### src/rtl/aps_defines.svh
// constants for the auxiliary pin selector
`ifndef APS_DEFINES_SVH
`define APS_DEFINES_SVH

// ----------------------------------------------------------------
// geometry
// ----------------------------------------------------------------
`define APS_NUM_PINS 5
`define APS_NUM_IO_PINS 4
`define APS_CODE_W 4
`define APS_CFG_W 20
`define APS_DIV_W 4
`define APS_LED_CNT_W 21
`define APS_NUM_LEDS 3

// ----------------------------------------------------------------
// role codes as written into the stored setting
// ----------------------------------------------------------------
`define APS_CODE_LINE_DRV 4'h0
`define APS_CODE_POWER 4'h1
`define APS_CODE_TX_LED 4'h2
`define APS_CODE_RX_LED 4'h3
`define APS_CODE_ANY_LED 4'h4
`define APS_CODE_SLEEP 4'h5
`define APS_CODE_CLK_FASTEST 4'h6
`define APS_CODE_CLK_HALF 4'h7
`define APS_CODE_CLK_QUARTER 4'h8
`define APS_CODE_CLK_EIGHTH 4'h9
`define APS_CODE_GENERAL_IO 4'ha
`define APS_CODE_WR_STROBE 4'hb
`define APS_CODE_RD_STROBE 4'hc
`define APS_CODE_IDLE 4'hf

// power-up setting: pin4 sleep, pin3 power, pin2 line driver,
// pin1 rx led, pin0 tx led
`define APS_CFG_RESET 20'h5_1032
`define APS_PULLDOWN_RESET 1'b0

// ----------------------------------------------------------------
// divided clock taps (bit of the divider counter)
// ----------------------------------------------------------------
`define APS_TAP_FASTEST 0
`define APS_TAP_HALF 1
`define APS_TAP_QUARTER 2
`define APS_TAP_EIGHTH 3
`define APS_DIV_ZERO 4'h0
`define APS_DIV_STEP 4'h1

// ----------------------------------------------------------------
// timing
// ----------------------------------------------------------------
`define APS_CLK_KHZ 25000
`define APS_LED_HOLD_MS 50
`define APS_LED_CNT_ZERO 21'h00_0000
`define APS_LED_CNT_STEP 21'h00_0001

// led channel order inside the stretcher
`define APS_LED_TX 0
`define APS_LED_RX 1
`define APS_LED_ANY 2

`endif

### src/rtl/aps_pkg.sv
// types shared by the auxiliary pin selector
package aps_pkg;

  typedef enum logic [3:0] {
    APS_ROLE_LINE_DRV,
    APS_ROLE_POWER,
    APS_ROLE_TX_LED,
    APS_ROLE_RX_LED,
    APS_ROLE_ANY_LED,
    APS_ROLE_SLEEP,
    APS_ROLE_CLK_FASTEST,
    APS_ROLE_CLK_HALF,
    APS_ROLE_CLK_QUARTER,
    APS_ROLE_CLK_EIGHTH,
    APS_ROLE_GENERAL_IO,
    APS_ROLE_WR_STROBE,
    APS_ROLE_RD_STROBE,
    APS_ROLE_IDLE
  } aps_role_e;

endpackage

### src/rtl/aps_act_if.sv
// activity-to-led carrier between the selector and the stretcher
`timescale 1ns/1ns
`default_nettype none
`include "aps_defines.svh"

interface aps_act_if;
  logic tx_act;
  logic rx_act;
  logic [`APS_NUM_LEDS-1:0] led_n;

  modport src (output tx_act, output rx_act, input led_n);
  modport stretch (input tx_act, input rx_act, output led_n);
endinterface

`default_nettype wire

### src/rtl/aps_led_stretch.sv
// activity led pulse stretcher, three channels
`timescale 1ns/1ns
`default_nettype none
`include "aps_defines.svh"

module aps_led_stretch #(
  parameter int unsigned HOLD_CYC = `APS_LED_HOLD_MS * `APS_CLK_KHZ
) (
  // clock and reset
  input wire logic clk_in,
  input wire logic rst_in,
  // activity in, led drive out
  aps_act_if.stretch act
);

  logic [`APS_NUM_LEDS-1:0] act_w;
  localparam logic [`APS_LED_CNT_W-1:0] HOLD_W =
    HOLD_CYC[`APS_LED_CNT_W-1:0];

  assign act_w[`APS_LED_TX] = act.tx_act;
  assign act_w[`APS_LED_RX] = act.rx_act;
  assign act_w[`APS_LED_ANY] = act.tx_act | act.rx_act;

  genvar g;
  generate
    for (g = 0; g < `APS_NUM_LEDS; g++) begin : g_led
      logic [`APS_LED_CNT_W-1:0] cnt_ff;
      logic [`APS_LED_CNT_W-1:0] nxt_cnt;
      logic led_n_ff;
      logic nxt_led_n;

      // ----------------------------------------------------------
      // stretch
      // ----------------------------------------------------------
      // each burst reloads the hold, so steady traffic keeps the
      // led lit instead of flickering at byte rate
      always_comb begin
        nxt_cnt = cnt_ff;
        if (act_w[g]) begin
          nxt_cnt = HOLD_W; // [RULE_14]
        end else if (cnt_ff != `APS_LED_CNT_ZERO) begin
          nxt_cnt = cnt_ff - `APS_LED_CNT_STEP;
        end
        nxt_led_n = !(act_w[g] || (nxt_cnt != `APS_LED_CNT_ZERO));
      end

      always_ff @(posedge clk_in or posedge rst_in) begin
        if (rst_in) begin
          cnt_ff <= `APS_LED_CNT_ZERO;
          led_n_ff <= 1'b1;
        end else begin
          cnt_ff <= nxt_cnt;
          led_n_ff <= nxt_led_n;
        end
      end

      assign act.led_n[g] = led_n_ff;
    end
  endgenerate

endmodule

`default_nettype wire

### src/rtl/aps_pin_selector.sv
// auxiliary pin function selector, top level
`timescale 1ns/1ns
`default_nettype none
`include "aps_defines.svh"

// Overview of operation
// RULE_01 - pin roles come from stored, host-written setting
// RULE_02 - line driver enable active while uart sends
// RULE_03 - power enable low configured, high in suspend
// RULE_04 - power role should enable soft pull-down
// RULE_05 - tx led pulses low on usb transmit
// RULE_06 - rx led pulses low on receive
// RULE_07 - combined led pulses low on either
// RULE_08 - sleep pin low throughout usb suspend
// RULE_09 - divided clocks free-run, stop in suspend
// RULE_10 - io and strobe roles only pins 0-3
// RULE_11 - each lower pin individually general io
// RULE_12 - write strobe role outputs bit-bang write strobe
// RULE_13 - read strobe role outputs bit-bang read strobe
// RULE_14 - led pulses stretched to build-time minimum
module aps_pin_selector
  import aps_pkg::*;
#(
  parameter int unsigned LED_HOLD_CYC = `APS_LED_HOLD_MS * `APS_CLK_KHZ
) (
  // clock and reset
  input wire logic clk_in,
  input wire logic rst_in,
  // stored setting, written by host software
  input wire logic cfg_wr_in,
  input wire logic [`APS_CFG_W-1:0] cfg_roles_in,
  input wire logic cfg_pulldown_in,
  // usb engine and uart state
  input wire logic usb_configured_in,
  input wire logic usb_suspend_in,
  input wire logic usb_tx_act_in,
  input wire logic usb_rx_act_in,
  input wire logic uart_tx_busy_in,
  // bit-bang engine
  input wire logic [`APS_NUM_IO_PINS-1:0] gpio_drive_in,
  input wire logic [`APS_NUM_IO_PINS-1:0] gpio_oe_in,
  input wire logic parallel_write_strobe_n_in,
  input wire logic parallel_read_strobe_n_in,
  output logic [`APS_NUM_IO_PINS-1:0] gpio_sample_out,
  // pins
  input wire logic [`APS_NUM_IO_PINS-1:0] aux_pin_in,
  output logic [`APS_NUM_PINS-1:0] aux_pin_out,
  output logic [`APS_NUM_PINS-1:0] aux_pin_oe_out,
  // status
  output logic [`APS_CFG_W-1:0] cfg_roles_out,
  output logic soft_pulldown_en_out
);

  // ----------------------------------------------------------------
  // decode
  // ----------------------------------------------------------------
  // pin index decides legality: the top pin is output only, so io
  // and strobe codes fall back to idle there
  function automatic aps_role_e role_of(input logic [3:0] code,
                                        input int pin);
    aps_role_e r;
    r = APS_ROLE_IDLE;
    if (code == `APS_CODE_LINE_DRV) begin
      r = APS_ROLE_LINE_DRV;
    end else if (code == `APS_CODE_POWER) begin
      r = APS_ROLE_POWER;
    end else if (code == `APS_CODE_TX_LED) begin
      r = APS_ROLE_TX_LED;
    end else if (code == `APS_CODE_RX_LED) begin
      r = APS_ROLE_RX_LED;
    end else if (code == `APS_CODE_ANY_LED) begin
      r = APS_ROLE_ANY_LED;
    end else if (code == `APS_CODE_SLEEP) begin
      r = APS_ROLE_SLEEP;
    end else if (code == `APS_CODE_CLK_FASTEST) begin
      r = APS_ROLE_CLK_FASTEST;
    end else if (code == `APS_CODE_CLK_HALF) begin
      r = APS_ROLE_CLK_HALF;
    end else if (code == `APS_CODE_CLK_QUARTER) begin
      r = APS_ROLE_CLK_QUARTER;
    end else if (code == `APS_CODE_CLK_EIGHTH) begin
      r = APS_ROLE_CLK_EIGHTH;
    end else if (pin < `APS_NUM_IO_PINS) begin // [RULE_10]
      if (code == `APS_CODE_GENERAL_IO) begin
        r = APS_ROLE_GENERAL_IO;
      end else if (code == `APS_CODE_WR_STROBE) begin
        r = APS_ROLE_WR_STROBE;
      end else if (code == `APS_CODE_RD_STROBE) begin
        r = APS_ROLE_RD_STROBE;
      end
    end
    return r;
  endfunction

  function automatic logic [3:0] code_of(input aps_role_e r);
    logic [3:0] c;
    c = `APS_CODE_IDLE;
    case (r)
      APS_ROLE_LINE_DRV: c = `APS_CODE_LINE_DRV;
      APS_ROLE_POWER: c = `APS_CODE_POWER;
      APS_ROLE_TX_LED: c = `APS_CODE_TX_LED;
      APS_ROLE_RX_LED: c = `APS_CODE_RX_LED;
      APS_ROLE_ANY_LED: c = `APS_CODE_ANY_LED;
      APS_ROLE_SLEEP: c = `APS_CODE_SLEEP;
      APS_ROLE_CLK_FASTEST: c = `APS_CODE_CLK_FASTEST;
      APS_ROLE_CLK_HALF: c = `APS_CODE_CLK_HALF;
      APS_ROLE_CLK_QUARTER: c = `APS_CODE_CLK_QUARTER;
      APS_ROLE_CLK_EIGHTH: c = `APS_CODE_CLK_EIGHTH;
      APS_ROLE_GENERAL_IO: c = `APS_CODE_GENERAL_IO;
      APS_ROLE_WR_STROBE: c = `APS_CODE_WR_STROBE;
      APS_ROLE_RD_STROBE: c = `APS_CODE_RD_STROBE;
      default: c = `APS_CODE_IDLE;
    endcase
    return c;
  endfunction

  // ----------------------------------------------------------------
  // state
  // ----------------------------------------------------------------
  aps_role_e role_ff [`APS_NUM_PINS];
  aps_role_e nxt_role [`APS_NUM_PINS];
  logic pulldown_ff;
  logic nxt_pulldown;
  logic [`APS_DIV_W-1:0] div_ff;
  logic [`APS_DIV_W-1:0] nxt_div;
  logic [`APS_NUM_PINS-1:0] pin_ff;
  logic [`APS_NUM_PINS-1:0] nxt_pin;
  logic [`APS_NUM_PINS-1:0] oe_ff;
  logic [`APS_NUM_PINS-1:0] nxt_oe;
  logic [`APS_NUM_IO_PINS-1:0] gpio_in_ff;
  logic [`APS_CFG_W-1:0] roles_code_ff;
  logic [`APS_CFG_W-1:0] nxt_roles_code;
  logic power_n;
  logic any_power;
  // reset setting as a sized word so each pin takes its own nibble
  localparam logic [`APS_CFG_W-1:0] CFG_RESET_W = `APS_CFG_RESET;

  aps_act_if act ();

  assign act.tx_act = usb_tx_act_in;
  assign act.rx_act = usb_rx_act_in;

  aps_led_stretch #(
    .HOLD_CYC(LED_HOLD_CYC)
  ) u_led (
    .clk_in(clk_in),
    .rst_in(rst_in),
    .act(act)
  );

  // ----------------------------------------------------------------
  // next values
  // ----------------------------------------------------------------
  always_comb begin
    // the setting lives outside in non-volatile storage; this copy is
    // refreshed whenever the host or loader writes it
    for (int i = 0; i < `APS_NUM_PINS; i++) begin
      nxt_role[i] = role_ff[i];
      if (cfg_wr_in) begin
        nxt_role[i] = role_of(cfg_roles_in[i*4 +: 4], i); // [RULE_01]
      end
      nxt_roles_code[i*4 +: 4] = code_of(nxt_role[i]);
    end
    nxt_pulldown = cfg_wr_in ? cfg_pulldown_in : pulldown_ff;

    // free-running divider, held at zero through suspend
    if (usb_suspend_in) begin
      nxt_div = `APS_DIV_ZERO; // [RULE_09]
    end else begin
      nxt_div = div_ff + `APS_DIV_STEP;
    end

    power_n = !(usb_configured_in && !usb_suspend_in); // [RULE_03]
    any_power = 1'b0;

    for (int i = 0; i < `APS_NUM_PINS; i++) begin
      nxt_oe[i] = 1'b1;
      nxt_pin[i] = 1'b1;
      case (nxt_role[i])
        APS_ROLE_LINE_DRV: nxt_pin[i] = !uart_tx_busy_in; // [RULE_02]
        APS_ROLE_POWER: begin
          nxt_pin[i] = power_n; // [RULE_03]
          any_power = 1'b1;
        end
        APS_ROLE_TX_LED: nxt_pin[i] = act.led_n[`APS_LED_TX]; // [RULE_05]
        APS_ROLE_RX_LED: nxt_pin[i] = act.led_n[`APS_LED_RX]; // [RULE_06]
        APS_ROLE_ANY_LED: nxt_pin[i] = act.led_n[`APS_LED_ANY]; // [RULE_07]
        APS_ROLE_SLEEP: nxt_pin[i] = !usb_suspend_in; // [RULE_08]
        APS_ROLE_CLK_FASTEST: begin
          nxt_pin[i] = div_ff[`APS_TAP_FASTEST]; // [RULE_09]
        end
        APS_ROLE_CLK_HALF: nxt_pin[i] = div_ff[`APS_TAP_HALF]; // [RULE_09]
        APS_ROLE_CLK_QUARTER: begin
          nxt_pin[i] = div_ff[`APS_TAP_QUARTER]; // [RULE_09]
        end
        APS_ROLE_CLK_EIGHTH: nxt_pin[i] = div_ff[`APS_TAP_EIGHTH]; // [RULE_09]
        APS_ROLE_GENERAL_IO: begin
          if (i < `APS_NUM_IO_PINS) begin // [RULE_11]
            nxt_pin[i] = gpio_drive_in[i];
            nxt_oe[i] = gpio_oe_in[i];
          end
        end
        APS_ROLE_WR_STROBE: begin
          nxt_pin[i] = parallel_write_strobe_n_in; // [RULE_12]
        end
        APS_ROLE_RD_STROBE: begin
          nxt_pin[i] = parallel_read_strobe_n_in; // [RULE_13]
        end
        default: nxt_pin[i] = 1'b1;
      endcase
      // a divided clock stops low, not mid-phase, while suspended
      if (usb_suspend_in && nxt_role[i] inside {APS_ROLE_CLK_FASTEST,
          APS_ROLE_CLK_HALF, APS_ROLE_CLK_QUARTER,
          APS_ROLE_CLK_EIGHTH}) begin
        nxt_pin[i] = 1'b0; // [RULE_09]
      end
    end
    // power switch role forces the soft pull-down on so the switched
    // side does not float while its supply is cut
    nxt_pulldown = nxt_pulldown | any_power; // [RULE_04]
  end

  // ----------------------------------------------------------------
  // registers
  // ----------------------------------------------------------------
  always_ff @(posedge clk_in or posedge rst_in) begin
    if (rst_in) begin
      for (int i = 0; i < `APS_NUM_PINS; i++) begin
        role_ff[i] <= role_of(CFG_RESET_W[i*`APS_CODE_W +: `APS_CODE_W], i);
      end
      roles_code_ff <= `APS_CFG_RESET;
      pulldown_ff <= `APS_PULLDOWN_RESET;
      div_ff <= `APS_DIV_ZERO;
      pin_ff <= '1;
      oe_ff <= '1;
      gpio_in_ff <= '0;
    end else begin
      role_ff <= nxt_role;
      roles_code_ff <= nxt_roles_code;
      pulldown_ff <= nxt_pulldown;
      div_ff <= nxt_div;
      pin_ff <= nxt_pin;
      oe_ff <= nxt_oe;
      gpio_in_ff <= aux_pin_in; // [RULE_11]
    end
  end

  assign aux_pin_out = pin_ff;
  assign aux_pin_oe_out = oe_ff;
  assign gpio_sample_out = gpio_in_ff;
  assign cfg_roles_out = roles_code_ff;
  assign soft_pulldown_en_out = pulldown_ff;

endmodule

`default_nettype wire

### config.mk
export PLATFORM = sky130hd
export DESIGN_NAME = aps_pin_selector
export DESIGN_NICKNAME = d
export VERILOG_FILES = /design/src/rtl/aps_pkg.sv /design/src/rtl/aps_act_if.sv /design/src/rtl/aps_led_stretch.sv /design/src/rtl/aps_pin_selector.sv
export VERILOG_INCLUDE_DIRS = /design/src /design/src/rtl
export SDC_FILE = /design/constraint.sdc
export NUM_CORES = 1
export LEC_CHECK = 0
export BUFFER_PORTS_ARGS = -buffer_cell sky130_fd_sc_hd__buf_2
export CAP_MARGIN = 0
export CORE_MARGIN = 1
export CORE_UTILIZATION = 57
export CTS_CLUSTER_DIAMETER = 40
export DETAILED_ROUTE_END_ITERATION = 8
export GPL_TIMING_DRIVEN = 0
export HOLD_SLACK_MARGIN = 0.03
export PLACE_DENSITY = 0.82
export SLEW_MARGIN = 20
export SYNTH_ARGS = -nofsm -noshare
export SYNTH_HDL_FRONTEND = slang
export SYNTH_SLANG_ARGS = --single-unit
### constraint.sdc
create_clock -name clk_in -period 4.55 [get_ports clk_in]
set_clock_uncertainty 0.2 [all_clocks]
set_input_delay 0.455 -clock clk_in [delete_from_list [all_inputs] [get_ports clk_in]]
set_output_delay 0.455 -clock clk_in [all_outputs]
set_load 0.005 [all_outputs]
# Yosys cells after proc, flatten, opt, wreduce, memory -nomap -nowiden
# Memory sizes are Yosys's and may differ from the RTL's. A register that Yosys moved wholly into a read port is not among the register bits.
# Cells that the tools add are included.
dict set report word_totals {
  ff_bits 104
  latchBits 0
  ramBits 0
  rom_bits 320
  mem_count 5
}
dict set report classes {
  add_sub_neg 4
  multipliers 0
  n_div 0
  order_cmp 0
  n_eq_ne 116
  shift 0
  mux 94
  n_bitwise 2
  reduce_logical 36
}
# memory depth word_bits rd rd_clocked_by_memory_dff write_ports line
set memory_table {}
lappend memory_table {{(no name shown)} 16 4 1 1 0 aps_pin_selector.sv:98} ;# case (r)
lappend memory_table {{(no name shown)} 16 4 1 1 0 aps_pin_selector.sv:98}
lappend memory_table {{(no name shown)} 16 4 1 1 0 aps_pin_selector.sv:98}
lappend memory_table {{(no name shown)} 16 4 1 1 0 aps_pin_selector.sv:98}
lappend memory_table {{(no name shown)} 16 4 1 1 0 aps_pin_selector.sv:98}
# operator n
set ops {}
lappend ops {{== test 4 bit (second input constant)} 46}
lappend ops {{two-way mux 4 bit} 46}
lappend ops {{== test 4 x 3 -> 1 bit (second input constant)} 40}
lappend ops {{two-way mux 21 bit} 6}
lappend ops {{nonzero test 21 bit} 6}
lappend ops {{== test 4 x 2 -> 1 bit (second input constant)} 20}
lappend ops {{subtractor 21 x 1 -> 21 bit (second input constant)} 3}
lappend ops {{two-way mux 3 bit} 18}
lappend ops {{one-hot mux 1 bit (13 select lines)} 4}
lappend ops {{== test 4 x 1 -> 1 bit (second input constant)} 10}
lappend ops {{logical NOT 4 bit} 10}
lappend ops {{nonzero test 4 bit} 5}
lappend ops {{two-way mux 1 bit} 19}
lappend ops {{one-hot mux 1 bit (12 select lines)} 1}
lappend ops {{logical AND 1 bit} 6}
lappend ops {{logical NOT 1 bit} 6}
lappend ops {{adder 4 x 1 -> 4 bit (second input constant)} 1}
lappend ops {{logical OR 1 bit} 3}
lappend ops {{bitwise OR 1 bit} 2}

# Longest topological paths before layout
# Gate-level depths: netlist (run 1).
dict set report logic_depth {
  word_depth 22
  depth_mapped 10
}

# By module
# From an unflattened synthesis (run 1), not the netlist that was laid out.
dict set report unflattened {
  cells_unflattened 689
  area_unflattened_um2 6527.5
}
# mod n_inst cells_per_inst area_per_inst_um2 seq_area_each_um2
set modules_own_cells {}
lappend modules_own_cells {aps_led_stretch 1 400 3664.8 1655.3}
lappend modules_own_cells {aps_pin_selector 1 289 2862.7 1226.2}

# Worst setup path after synthesis (run 1)
# Ideal clock, no wire load.
dict set report synth_path {
  path_type {reg2reg}
  startpoint {register u_led.g_led[2].cnt_ff[6]}
  endpoint {register u_led.g_led[2].led_n_ff}
  t_arrival_ns 2.822
  setup_slack_ns 1.438
  stages_incl_launch_ff 9
  path_buffers 1
  synth_period_minus_slack_ns 3.112
  path_cell_list {dfrtp_1 or4_1 buf_6 or4_1 a21oi_2 xnor2_1 or3b_1 or4b_1 nor4_2}
}
dict set report synth_via {
  elab_chain_len 6
}
# element line
set synth_lines {}
lappend synth_lines {{from (decl)} aps_led_stretch.sv:27} ;# logic [`APS_LED_CNT_W-1:0] cnt_ff;
lappend synth_lines {{from (signal assigned)} aps_led_stretch.sv:49} ;# cnt_ff <= `APS_LED_CNT_ZERO;
lappend synth_lines {{from (signal assigned)} aps_led_stretch.sv:52} ;# cnt_ff <= nxt_cnt;
lappend synth_lines {{subtractor 21 x 1 -> 21 bit (no source line) or nonzero test 21 bit (tied branches)} -}
lappend synth_lines {{two-way mux 21 bit *} aps_led_stretch.sv:41} ;# end else if (cnt_ff != `APS_LED_CNT_ZERO) begin
lappend synth_lines {{two-way mux 21 bit *} aps_led_stretch.sv:39} ;# if (act_w[g]) begin
lappend synth_lines {{nonzero test 21 bit (no source line) *} -}
lappend synth_lines {{logical OR 1 bit *} aps_led_stretch.sv:44} ;# nxt_led_n = !(act_w[g] || (nxt_cnt != `APS_LED_CNT_ZERO));
lappend synth_lines {{logical NOT 1 bit *} aps_led_stretch.sv:44}
lappend synth_lines {{net u_led.g_led[2].nxt_led_n} aps_led_stretch.sv:30} ;# logic nxt_led_n;
lappend synth_lines {{to (signal assigned)} aps_led_stretch.sv:53} ;# led_n_ff <= nxt_led_n;
lappend synth_lines {{to (decl)} aps_led_stretch.sv:29} ;# logic led_n_ff;
# Mark *: on every way through the listed nets, which the timed path passes. The rest lies on a longest branch.

# Final worst setup path (run 1)
dict set report layout_path {
  startpoint {register u_led.g_led[0].cnt_ff[0]}
  endpoint {register u_led.g_led[0].led_n_ff}
}
dict set report layout_via {
  elab_chain_len 6
}
# element line
set layout_lines {}
lappend layout_lines {{from (decl)} aps_led_stretch.sv:27}
lappend layout_lines {{from (signal assigned)} aps_led_stretch.sv:49}
lappend layout_lines {{from (signal assigned)} aps_led_stretch.sv:52}
lappend layout_lines {{subtractor 21 x 1 -> 21 bit (no source line) or nonzero test 21 bit (tied branches)} -}
lappend layout_lines {{two-way mux 21 bit *} aps_led_stretch.sv:41}
lappend layout_lines {{two-way mux 21 bit *} aps_led_stretch.sv:39}
lappend layout_lines {{nonzero test 21 bit (no source line) *} -}
lappend layout_lines {{logical OR 1 bit *} aps_led_stretch.sv:44}
lappend layout_lines {{logical NOT 1 bit *} aps_led_stretch.sv:44}
lappend layout_lines {{net u_led.g_led[0].nxt_led_n} aps_led_stretch.sv:30}
lappend layout_lines {{to (signal assigned)} aps_led_stretch.sv:53}
lappend layout_lines {{to (decl)} aps_led_stretch.sv:29}
# Marked as above.

==> results of run 1 <==
## worst paths after layout
check	start	endpoint	slack [ns]
min in group asynchronous	rst_in	u_led.g_led[1].cnt_ff[8]$_DFF_PP0_	0.23
max	u_led.g_led[0].cnt_ff[0]$_DFF_PP0_	u_led.g_led[0].led_n_ff$_DFF_PP1_	0.98
max reg2reg	u_led.g_led[0].cnt_ff[0]$_DFF_PP0_	u_led.g_led[0].led_n_ff$_DFF_PP1_	0.98
min	cfg_pulldown_in	soft_pulldown_en_out$_DFF_PP0_	0.06
max in group asynchronous	rst_in	cfg_roles_out[1]$_DFF_PP1_	3.20
min reg2reg	u_led.g_led[0].cnt_ff[20]$_DFF_PP0_	u_led.g_led[0].cnt_ff[20]$_DFF_PP0_	0.31
## per-layer routing
layer / vias up / global-route usage / wire length, um
met2: 323 / 0.4848 / 7785
met4: 0 / 0.1360 / 571
met1: 2737 / 0.3629 / 6479
li1: 2633 / - / -
met5: - / 0 / 0
met3: 68 / 0.06235 / 1151
## cells in the mapped netlist, drive strengths merged, types with 4 or more instances
master,number
a2111oi,4
a21oi,32
buf,18
dfrtp,91
inv,25
o211ai,5
nor2,83
o31ai,7
o21a,5
or4,19
dfstp,23
xor2,18
xnor2,23
or2,8
nand3,15
a211oi,9
o21ai,33
nor4b,5
or4b,4
or3,10
ha,4
clkbuf,14
a31oi,11
nand2b,13
nand2,49
a21o,5
nor2b,8
nor4,15
nor3,38
clkinv,4
mux2i,20
mux2,6
and2,5
o22ai,5
## cell type report
cell class,instances,area [um2],area share
multi-input combinational,498,3149,0.4139
sequential,114,2882,0.3787
timing repair buffer,84,488.0,0.06413
clock buffer,17,414.1,0.05443
clock inverter,15,207.7,0.02730
buffer,32,178.9,0.02352
tap,140,175.2,0.02302
inverter,29,113.9,0.01496
## worst min-delay path, delay by kind of cell
family | cells | cell delay [ns]
buffers and inverters | 1 | 0.09
AO/OA/AOI/OAI | 2 | 0.21
## per-stage QoR
step                      std cells  instance area [um2]
after floorplan                 673                 6319
after global placement          887                 6864
after detailed placement        888                 6897
after CTS                       929                 7609
after global routing            929                 7609
final                           929                 7609
## where the power goes
part,internal [W],switching (W)
sequential,0.00109,0.0000480
clock,0.000893,0.000498
combinational,0.000159,0.000227
total,0.00215,0.000773
## registers in the layout (all words and copies together) (netlist names)
register              cells
div_ff                    4
role_ff                  11
cfg_roles_out            19
u_led.g_led.cnt_ff       63
aux_pin_oe_out            4
aux_pin_out               5
gpio_sample_out           4
soft_pulldown_en_out      1
u_led.g_led.led_n_ff      3
## repair_timing
item / 4_1_cts / 5_1_grt
hold endpoints to repair: 38 / 0
setup endpoints to repair: 0 / 0
hold buffers: 9 / 0
## kinds of logic (layout without fill, tap and decap cells)
kind of cell / after synthesis / count (layout)
other: 1 / 1
AND/OR/NAND/NOR: 287 / 287
XOR/XNOR: 41 / 41
adder cells (fa/ha/maj): 4 / 4
AO/OA/AOI/OAI: 137 / 137
buffers and inverters: 61 / 177
flip-flops: 114 / 114
multiplexers: 28 / 28
==> metrics.md, run 1 <==
| Metric | Value |
|---|---|
| Routed Antenna Nets | `0` |
| Nets | `823` |
| Worst-Margin Slew | `around 0.96 ns` |
| Synth Register Bits | `114` |
| Total core area | `about 0.011 mm2` |
| RSZ-0062 raised after global routing | `false` |
| Syn Inst Count | `about 670` |
| WL final | `15990 um` |
| Global-route wire length before repair | `about 26000 um` |
| Routed WL per cell | `17.21 um` |
| Drt pass-1 iters | `5` |
| Slowest cell delay on critical path | `0.49 ns` |
| Hold Vio Cnt, Final | `0` |
| Hold Crit Class | `in -> reg` |
| Post-synthesis adder-cell area fraction | `0.007921` |
| Reg clk slew, reported paths | `0.06 ns` |
| Setup TNS | `0 ns` |
| Leakage | `3.109 nW` |
| WP buf/inv | `2` |
| Drt via density | `slightly above 6` |
| Yosys warns | `0` |
| Post-CTS setup buffer count | `0` |
| Setup Viol. Count Final | `0` |
| Root buf cell | `clkbuf_8` |
| Final core occ | `0.7019` |
| Fraction of the mapped netlist area in compound gates | `0.1410` |
| Iteration-0 DRC count of the detailed router | `524` |
| Main flop type after synthesis | `dfrtp_1` |
| Crit path launch type | `flop` |
| Post-Synth XOR/XNOR Area | `0.05683` |
| Gpl congestion | `0.8912` |
| Die area | `0.01151 mm2` |
| Clock period minus worst slack | `3.566 ns` |
| Critical path cell sequence | `inv_1 -> ha_1 -> or4b_1 -> buf_2 -> nor3_4 -> nand3_1 -> and3_1 -> xnor2_1 -> or4b_1 -> nor4_1` |
| Peak supply drop | `about 240 uV` |
| MaxCap Viol Count | `0` |
| Total power | `0.002918 W` |
| # H-tree levels | `4` |
| Final period util | `0.7838` |
| HPWL Detailed | `10740 um` |
| Num rows | `38` |
| GRT Total Usage | `0.2913` |
| Setup slack at placement | `roughly 1.1 ns` |
| Post-synth EDFFs | `0` |
| Worst-Skew Late Latency | `roughly 0.54 ns` |
| Die width | `between 100 and 150 um` |
| Crit end category | `flop` |
| Clk buf depth | `2` |
| ANT cells | `0` |
| Yosys top cell area share | `0.3604` |
| Die height | `between 100 and 150 um` |
| Largest net degree at the start of global routing | `85` |
| Hold path depth | `3` |
| CP max stage cell | `or4b_1` |
| Final WS setup | `0.9838 ns` |
| Synthesized area | `approximately 0.0063 mm2` |
| Post-cts sizing count | `0` |
| Max-slew headroom | `0.3580` |
| WP data required | `about 4.8 ns` |
| Multiplexer area fraction after synthesis | `0.04950` |
| Ratio of cells with drive above 1 in the final layout | `0.2218` |
| Largest family of logic cells by synthesized area | `simple AND/OR/NAND/NOR gates` |
| R2R depth | `10` |
| Outcome | `completed` |
| Area leader, netlist | `dfrtp_1` |
| Most frequent CP cell | `or4b_1` |
| Highest clock rate | `280.4 MHz` |
| TritonCTS Buffers | `17` |
| Synth Area in Simple Gates | `0.2426` |
| CTS tree | `yes` |
| Vias in the first global route | `roughly 5.5k` |
| Async set or reset register ratio after synthesis | `1.000` |
| Synthesized net count | `between 700 and 800` |
| Layout fillers | `758` |
| Top post-synthesis cells by area | `dfrtp_1 36%, dfstp_2 9.6%, nor2_1 4.9%` |
| Detailed-route via count | `5761` |
| Most frequent cells in the layout | `91 x dfrtp_1, 83 x nor2_1, 75 x buf_2` |
| Initial core utilization | `0.5829` |
| CP Class | `reg -> reg` |
| Clock sink total | `between 100 and 150` |
| Syn Area/Cell | `9.389 um2` |
| P per Cell Area | `383.6 mW/mm2` |
| Crit path max fanout | `7` |
| Worst path depth | `10` |
| Synth unique cells | `74` |
| Crit path DAT | `about 3.8 ns` |
| DRC viols | `0` |
| Initial antenna violation count | `0` |
| Register area share after synthesis | `0.4560` |
| Most common cell after layout, fill and taps aside | `dfrtp_1` |
| Area growth syn-to-layout | `20.42%` |
| WHS | `0.05909 ns` |
| IO Pins | `78` |
| Crit path max-delay family | `simple AND/OR/NAND/NOR gates` |
| GR Overflow Total | `0` |
| Final slew viol count | `0` |
| I/O Buffers | `74` |
(Power assumes the default switching activity.)
==> run 2: changes to the inputs <==
clock period = 3.7 ns   (was 4.55 ns; I/O delays follow)
==> run 2 against run 1 <==
Register-to-register slack worse by 0.82 ns. Final cell count is 0.32% higher. Die area stayed put. Routed wire length hardly changed. Critical path type unchanged. Via count is 0.95% higher. Sequential cell count stayed put. Critical path depth stayed put. First-iteration DRC count is 13% lower. Worst setup slack worse by 0.82 ns. Core utilization is 0.28 points higher.
==> metrics.md, run 2 (synthesis gave the netlist of run 1 again) <==
| Metric | Value |
|---|---|
| Die area | `0.01151 mm2 (unchanged)` |
| P per Cell Area | `470.1 mW/mm2 (was 383.6 mW/mm2)` |
| Cell Count, Final, Fillers Out | `932 (was 929)` |
| Global-route wire length before repair | `26170 um (was 26120 um)` |
| RSZ-0062 raised after global routing | `false (unchanged)` |
| Combinational Power Share | `0.133 (was 0.132)` |
| # H-tree levels | `4 (unchanged)` |
| GR Overflow Total | `0 (unchanged)` |
| Final WS setup | `0.1681 ns (was 0.9838 ns)` |
| Setup Viol. Count Final | `0 (unchanged)` |
| Leakage | `3.122 nW (was 3.109 nW)` |
| Switching Power | `0.0009503 W (was 0.0007726 W)` |
| Met1 usage | `0.3633 (was 0.3629)` |
| Drt via density | `6.240 (was 6.201)` |
| Clock sink total | `114 (unchanged)` |
| Final period util | `0.9546 (was 0.7838)` |
| Vias in the first global route | `5472 (was 5453)` |
| Post-CTS setup buffer count | `0 (unchanged)` |
| IO Pins | `78 (unchanged)` |
| Outcome | `completed (unchanged)` |
| Hold endpoint | `cfg_roles_out[11]$_DFF_PP0_ (was soft_pulldown_en_out$_DFF_PP0_)` |
| Largest reg by FF count | `u_led.g_led.cnt_ff (unchanged)` |
| Hold Crit Class | `in -> reg (unchanged)` |
| Iteration-0 DRC count of the detailed router | `455 (was 524)` |
| Number of flip-flops in the largest register | `63 (unchanged)` |
| Final slew viol count | `0 (unchanged)` |
| Clock period minus worst slack | `3.532 ns (was 3.566 ns)` |
| Placed Cells incl. Taps | `888 (unchanged)` |
| Clock power frac | `0.477 (about the same)` |
| Root buf cell | `clkbuf_8 (unchanged)` |
| R2r endpoint | `u_led.g_led[0].led_n_ff$_DFF_PP1_ (unchanged)` |
| Register share of total power | `0.391 (about the same)` |
| Routed WL per cell | `17.16 um (was 17.21 um)` |
| CTS tree | `yes (unchanged)` |
| Setup slack at placement | `0.2498 ns (was 1.100 ns)` |
| Routed Antenna Nets | `0 (unchanged)` |
| Initial core utilization | `0.5829 (unchanged)` |
| MaxCap Viol Count | `0 (unchanged)` |
| Detailed-route via count | `5816 (was 5761)` |
| TritonCTS Buffers | `17 (unchanged)` |
| Largest net degree at the start of global routing | `85 (unchanged)` |
| Hold Startpoint | `cfg_roles_in[11] (was cfg_pulldown_in)` |
| R2R depth | `10 (unchanged)` |
| Switching part of the total | `0.2646 (was 0.2647)` |
| WL final | `15990 um (about the same)` |
| Setup TNS | `0 ns (unchanged)` |
| DRC viols | `0 (unchanged)` |
| Crit path launch type | `flop (unchanged)` |
| FF-to-FF setup slack | `0.17 ns (was 0.98 ns)` |
| WP data required | `3.90 ns (was 4.75 ns)` |
| Num rows | `38 (unchanged)` |
| M2 GR Usage | `0.4853 (was 0.4848)` |
| Crit path DAT | `3.74 ns (was 3.76 ns)` |
| Most frequent cells in the layout | `91 x dfrtp_1, 83 x nor2_1, 75 x buf_2 (unchanged)` |
| Drt pass-1 iters | `5 (unchanged)` |
| Gpl congestion | `0.8912 (unchanged)` |
| Worst-Margin Slew | `0.9562 ns (was 0.9585 ns)` |
| Crit path max fanout | `7 (unchanged)` |
| ANT cells | `0 (unchanged)` |
| Peak supply drop | `302.3 uV (was 244.6 uV)` |
| Hold path depth | `2 (was 3)` |
| Int Power | `0.002641 W (was 0.002146 W)` |
| Ratio of cells with drive above 1 in the final layout | `0.2210 (was 0.2218)` |
| Max-slew headroom | `0.3595 (was 0.3580)` |
| Most common cell after layout, fill and taps aside | `dfrtp_1 (unchanged)` |
| Gr busiest metal | `met2 (unchanged)` |
| Total power | `0.003591 W (was 0.002918 W)` |
| Hold Vio Cnt, Final | `0 (unchanged)` |
| Crit end category | `flop (unchanged)` |
| Clk buf depth | `2 (unchanged)` |
| Final core occ | `0.7046 (was 0.7019)` |
| HPWL Detailed | `10740 um (unchanged)` |
| Initial antenna violation count | `0 (unchanged)` |
| CP Class | `reg -> reg (unchanged)` |
| I/O Buffers | `74 (unchanged)` |
| Area growth syn-to-layout | `20.89% (was 20.42%)` |
| Worst-Skew Late Latency | `0.54 ns (about the same)` |
| Total core area | `0.01084 mm2 (unchanged)` |
| Die width | `107.3 um (unchanged)` |
| Reg clk slew, reported paths | `0.06 ns (about the same)` |
| Reg2reg start | `u_led.g_led[0].cnt_ff[0]$_DFF_PP0_ (unchanged)` |
| GRT Total Usage | `0.2918 (was 0.2913)` |
| Die height | `107.3 um (unchanged)` |
| Met3 usage | `0.06295 (was 0.06235)` |
| Highest clock rate | `283.1 MHz (was 280.4 MHz)` |
| Nets | `826 (was 823)` |
[run 2: cell type report]
type	count	area [um2]
sequential	114	2882
multi-input combinational	498	3149
timing repair buffer	87	518.0
inverter	29	113.9
fill	751	3202
tap	140	175.2
clock inverter	15	207.7
buffer	32	178.9
clock buffer	17	414.1
[run 2: how the worst max path moves through the flow]
stage	start	end	slack (ns)	cells after the start
floorplan	rst_in	cfg_roles_out[0]$_DFF_PP0_	0.15	1
finish	u_led.g_led[0].cnt_ff[0]$_DFF_PP0_	u_led.g_led[0].led_n_ff$_DFF_PP1_	0.17	10
global placement	rst_in	gpio_sample_out[3]$_DFF_PP0_	-0.95	2
CTS	u_led.g_led[0].cnt_ff[0]$_DFF_PP0_	u_led.g_led[0].led_n_ff$_DFF_PP1_	0.21	10
detailed placement	u_led.g_led[0].cnt_ff[0]$_DFF_PP0_	u_led.g_led[0].led_n_ff$_DFF_PP1_	0.25	10
global route	u_led.g_led[0].cnt_ff[0]$_DFF_PP0_	u_led.g_led[0].led_n_ff$_DFF_PP1_	0.02	10
[run 2: power by group through the flow]
stage	combinational, W	sequential [W]	clock, W
2_1_floorplan	0.000302	0.00141	0
3_3_place_gp	0.000432	0.00142	0
3_5_place_dp	0.000453	0.00142	0
4_1_cts	0.000472	0.00140	0.00172
5_1_grt	0.000532	0.00141	0.00179
6_report	0.000476	0.00140	0.00171
[run 2: metal layers]
layer | part of all wire | wire length (um) | up-vias
met5 | 0 | 0 | -
met4 | 0.034 | 547 | 0
met3 | 0.074 | 1185 | 66
met1 | 0.40 | 6404 | 2800
li1 | - | - | 2646
met2 | 0.49 | 7855 | 304
[run 2: worst max-delay path, stage by stage, from the launching register on]
cell	delay, ns
dfrtp_1	0.41
inv_1	0.10
ha_1	0.20
or4b_1	0.45
buf_2	0.19
nor3_4	0.29
nand3_1	0.23
and3_1	0.25
xnor2_1	0.17
or4b_1	0.49
nor4_1	0.41
[run 2: through the flow]
stage | instance area, um2 | hold WS, ns
detailed placement | 6897 | 0.1630
finish | 7639 | 0.05448
CTS | 7639 | 0.03780
global route | 7639 | 0.06718
global placement | 6864 | 0.2781
floorplan | 6319 | 0.2014
[run 2: repair_timing]
item | 4_1_cts | 5_1_grt
gates resized for setup | 0 | 0
hold buffers | 12 | 0
hold endpoints to repair | 102 | 0
setup endpoints to repair | 0 | 0
==> run 3: changes to the inputs <==
CORE_ASPECT_RATIO = 2   (was default)
==> run 3 against run 2 <==
First-iteration DRC count shrank 18%. Final cell count shrank 0.32%. Count of clock-buffer cells in the layout grew 5. Worst setup slack gained 0.10 ns. Combinational power is essentially flat. Sequential share of layout area shrank 0.14 points. Core utilization is essentially flat. Non-clock buffer count shrank 3. Register-to-register slack gained 0.10 ns. Via count shrank 2.0%. Clock power grew 9%. Critical path depth is the same. Largest cell class unchanged. Largest power group unchanged.
==> metrics.md, run 3 (synthesis gave the netlist of run 1 again) <==
| Metric | Value |
|---|---|
| Outcome | `completed (unchanged)` |
| Crit path max fanout | `7 (unchanged)` |
| Number of flip-flops in the largest register | `63 (unchanged)` |
| Hold Vio Cnt, Final | `0 (unchanged)` |
| Global-route wire length before repair | `27010 um (was 26170 um)` |
| GRT Total Usage | `0.3032 (was 0.2918)` |
| DRC viols | `0 (unchanged)` |
| IO Pins | `78 (unchanged)` |
| Crit end category | `flop (unchanged)` |
| Int Power | `0.002837 W (was 0.002641 W)` |
| Initial core utilization | `0.5809 (was 0.5829)` |
| Die width | `76.45 um (was 107.3 um)` |
| Nets | `823 (was 826)` |
| HPWL Detailed | `11690 um (was 10740 um)` |
| Reg clk slew, reported paths | `0.05 ns (was 0.06 ns)` |
| Layout fillers | `809 (was 751)` |
| Routed Antenna Nets | `0 (unchanged)` |
| Design Area, Final | `0.007667 mm2 (was 0.007639 mm2)` |
| Most frequent CP cell | `or4b_1 (unchanged)` |
| DR WL met2 | `9383 um (was 7855 um)` |
| Most frequent cells in the layout | `91 x dfrtp_1, 83 x nor2_1, 75 x buf_2 (unchanged)` |
| Detailed-route via count | `5700 (was 5816)` |
| WP buf/inv | `2 (unchanged)` |
| FF-to-FF setup slack | `0.27 ns (was 0.17 ns)` |
| Worst-Margin Slew | `0.9409 ns (was 0.9562 ns)` |
| Setup Viol. Count Final | `0 (unchanged)` |
| CTS tree | `yes (unchanged)` |
| Highest metal layer with signal wires | `met4 (unchanged)` |
| Hold Crit Class | `in -> reg (unchanged)` |
| Worst-Skew Late Latency | `0.42 ns (was 0.54 ns)` |
| CP Class | `reg -> reg (unchanged)` |
| Crit path DAT | `3.53 ns (was 3.74 ns)` |
| DR WL met3 | `766 um (was 1185 um)` |
| Combinational Power Share | `0.127 (was 0.133)` |
| Crit path max-delay family | `simple AND/OR/NAND/NOR gates (unchanged)` |
| Routed WL per cell | `17.84 um (was 17.16 um)` |
| I/O Buffers | `74 (unchanged)` |
| P per Cell Area | `488.3 mW/mm2 (was 470.1 mW/mm2)` |
| Final slew viol count | `0 (unchanged)` |
| Max-slew headroom | `0.3698 (was 0.3595)` |
| WP data required | `3.80 ns (was 3.90 ns)` |
| Most common cell after layout, fill and taps aside | `dfrtp_1 (unchanged)` |
| Area of the multi-input gates | `0.003161 mm2 (was 0.003149 mm2)` |
| Drt pass-1 iters | `5 (unchanged)` |
| Largest net degree at the start of global routing | `84 (was 85)` |
| TritonCTS Buffers | `17 (unchanged)` |
| ANT cells | `0 (unchanged)` |
| Crit path launch type | `flop (unchanged)` |
| Num rows | `54 (was 38)` |
| Root buf cell | `clkbuf_16 (was clkbuf_8)` |
| Switching part of the total | `0.2421 (was 0.2646)` |
| MaxCap Viol Count | `0 (unchanged)` |
| Highest clock rate | `291.7 MHz (was 283.1 MHz)` |
| Clock power frac | `0.498 (was 0.477)` |
| Die area | `0.01154 mm2 (was 0.01151 mm2)` |
| Die height | `150.9 um (was 107.3 um)` |
| Post-Place Cell Area | `0.006897 mm2 (unchanged)` |
| Vias in the first global route | `5798 (was 5472)` |
| WL final | `16570 um (was 15990 um)` |
| Final period util | `0.9267 (was 0.9546)` |
| Peak supply drop | `428.2 uV (was 302.3 uV)` |
| Critical path cell sequence | `inv_1 -> ha_1 -> or4b_1 -> buf_2 -> nor3_4 -> nand3_2 -> and3_1 -> xnor2_1 -> or4b_1 -> nor4_1 (was inv_1 -> ha_1 -> or4b_1 -> buf_2 -> nor3_4 -> nand3_1 -> and3_1 -> xnor2_1 -> or4b_1 -> nor4_1)` |
| Clock sink total | `114 (unchanged)` |
| Total core area | `0.01088 mm2 (was 0.01084 mm2)` |
| Slowest cell delay on critical path | `0.53 ns (was 0.49 ns)` |
| CP max stage cell | `or4b_1 (unchanged)` |
| GR Overflow Total | `0 (unchanged)` |
| Switching Power | `0.0009063 W (was 0.0009503 W)` |
| RSZ-0062 raised after global routing | `false (unchanged)` |
| Total power | `0.003744 W (was 0.003591 W)` |
| Area growth syn-to-layout | `21.35% (was 20.89%)` |
| Gpl congestion | `0.9672 (was 0.8912)` |
| Largest reg by FF count | `u_led.g_led.cnt_ff (unchanged)` |
| Clk buf depth | `2 (unchanged)` |
| Register share of total power | `0.375 (was 0.391)` |
| Clock period minus worst slack | `3.429 ns (was 3.532 ns)` |
| Iteration-0 DRC count of the detailed router | `372 (was 455)` |
| Initial antenna violation count | `0 (unchanged)` |
| Drt via density | `6.136 (was 6.240)` |
| Met1 wire length | `5478 um (was 6404 um)` |
| # H-tree levels | `4 (unchanged)` |
| Leakage | `3.140 nW (was 3.122 nW)` |
| Final core occ | `0.7049 (was 0.7046)` |
| WHS | `0.1260 ns (was 0.05448 ns)` |
| Seq. cell area | `0.002882 mm2 (unchanged)` |
| Ratio of cells with drive above 1 in the final layout | `0.2205 (was 0.2210)` |
[run 3: changes by cell type in the layout (fill, tap and decap cells not counted), sizes merged]
cell         change
clkbuf           +5
clkinv           -3
dlygate4sd3      -3
bufinv           +2
clkinvlp         -2
inv              -2
[run 3: worst paths after layout]
path / start / endpoint / cells after the start
min in group asynchronous: rst_in / role_ff[8]$_DFF_PP0_ / 3
worst min-delay path: cfg_pulldown_in / soft_pulldown_en_out$_DFF_PP0_ / 3
max in group asynchronous: rst_in / u_led.g_led[0].led_n_ff$_DFF_PP1_ / 4
worst max-delay path: u_led.g_led[0].cnt_ff[0]$_DFF_PP0_ / u_led.g_led[0].led_n_ff$_DFF_PP1_ / 10
worst max register to register: u_led.g_led[0].cnt_ff[0]$_DFF_PP0_ / u_led.g_led[0].led_n_ff$_DFF_PP1_ / 10
worst min register to register: u_led.g_led[0].cnt_ff[20]$_DFF_PP0_ / u_led.g_led[0].cnt_ff[20]$_DFF_PP0_ / 1
[run 3: worst min-delay path: cells and delay by family]
family | cells | cell delay [ns]
AO/OA/AOI/OAI | 2 | 0.23
buffers and inverters | 1 | 0.08
[run 3: final cells by class]
type	count	share of cell area
plain buffers	32	0.02334
repair buffers	84	0.06364
inverters	29	0.01485
well taps	140	0.02285
flip-flops and latches	114	0.3758
multi-input cells	498	0.4122
clock buffers	22	0.06054
clock inverters	10	0.02676
[run 3: metal layers]
metal	up-vias	GRT usage
met2	254	0.6000
met5	-	0
met4	0	0.2019
li1	2629	-
met3	84	0.06265
met1	2733	0.2684
[run 3: power groups by stage]
stage	Clock (W)	Sequential [W]	Combinational, W
floorplan	0	0.00141	0.000302
global placement	0	0.00142	0.000437
detailed placement	0	0.00142	0.000460
CTS	0.00188	0.00140	0.000473
global route	0.00194	0.00141	0.000528
finish	0.00186	0.00140	0.000477
[run 3: metrics by stage]
stage | cells | setup WS, ns | TNS, ns
after detailed placement | 888 | 0.2655 | 0
after global placement | 887 | -0.9666 | -87.67
after floorplan | 673 | 0.1524 | 0
after global routing | 929 | 0.06084 | 0
final | 929 | 0.2713 | 0
after CTS | 929 | 0.2008 | 0
[run 3: timing repair]
| item | in CTS | in global routing |
|---|---|---|
| endpoints found under the hold margin | 39 | 0 |
| setup endpoints to repair | 0 | 2 |
| hold buffers | 9 | 0 |
| gates resized for setup | 0 | 2 |
| buffers inserted | 0 | 0 |
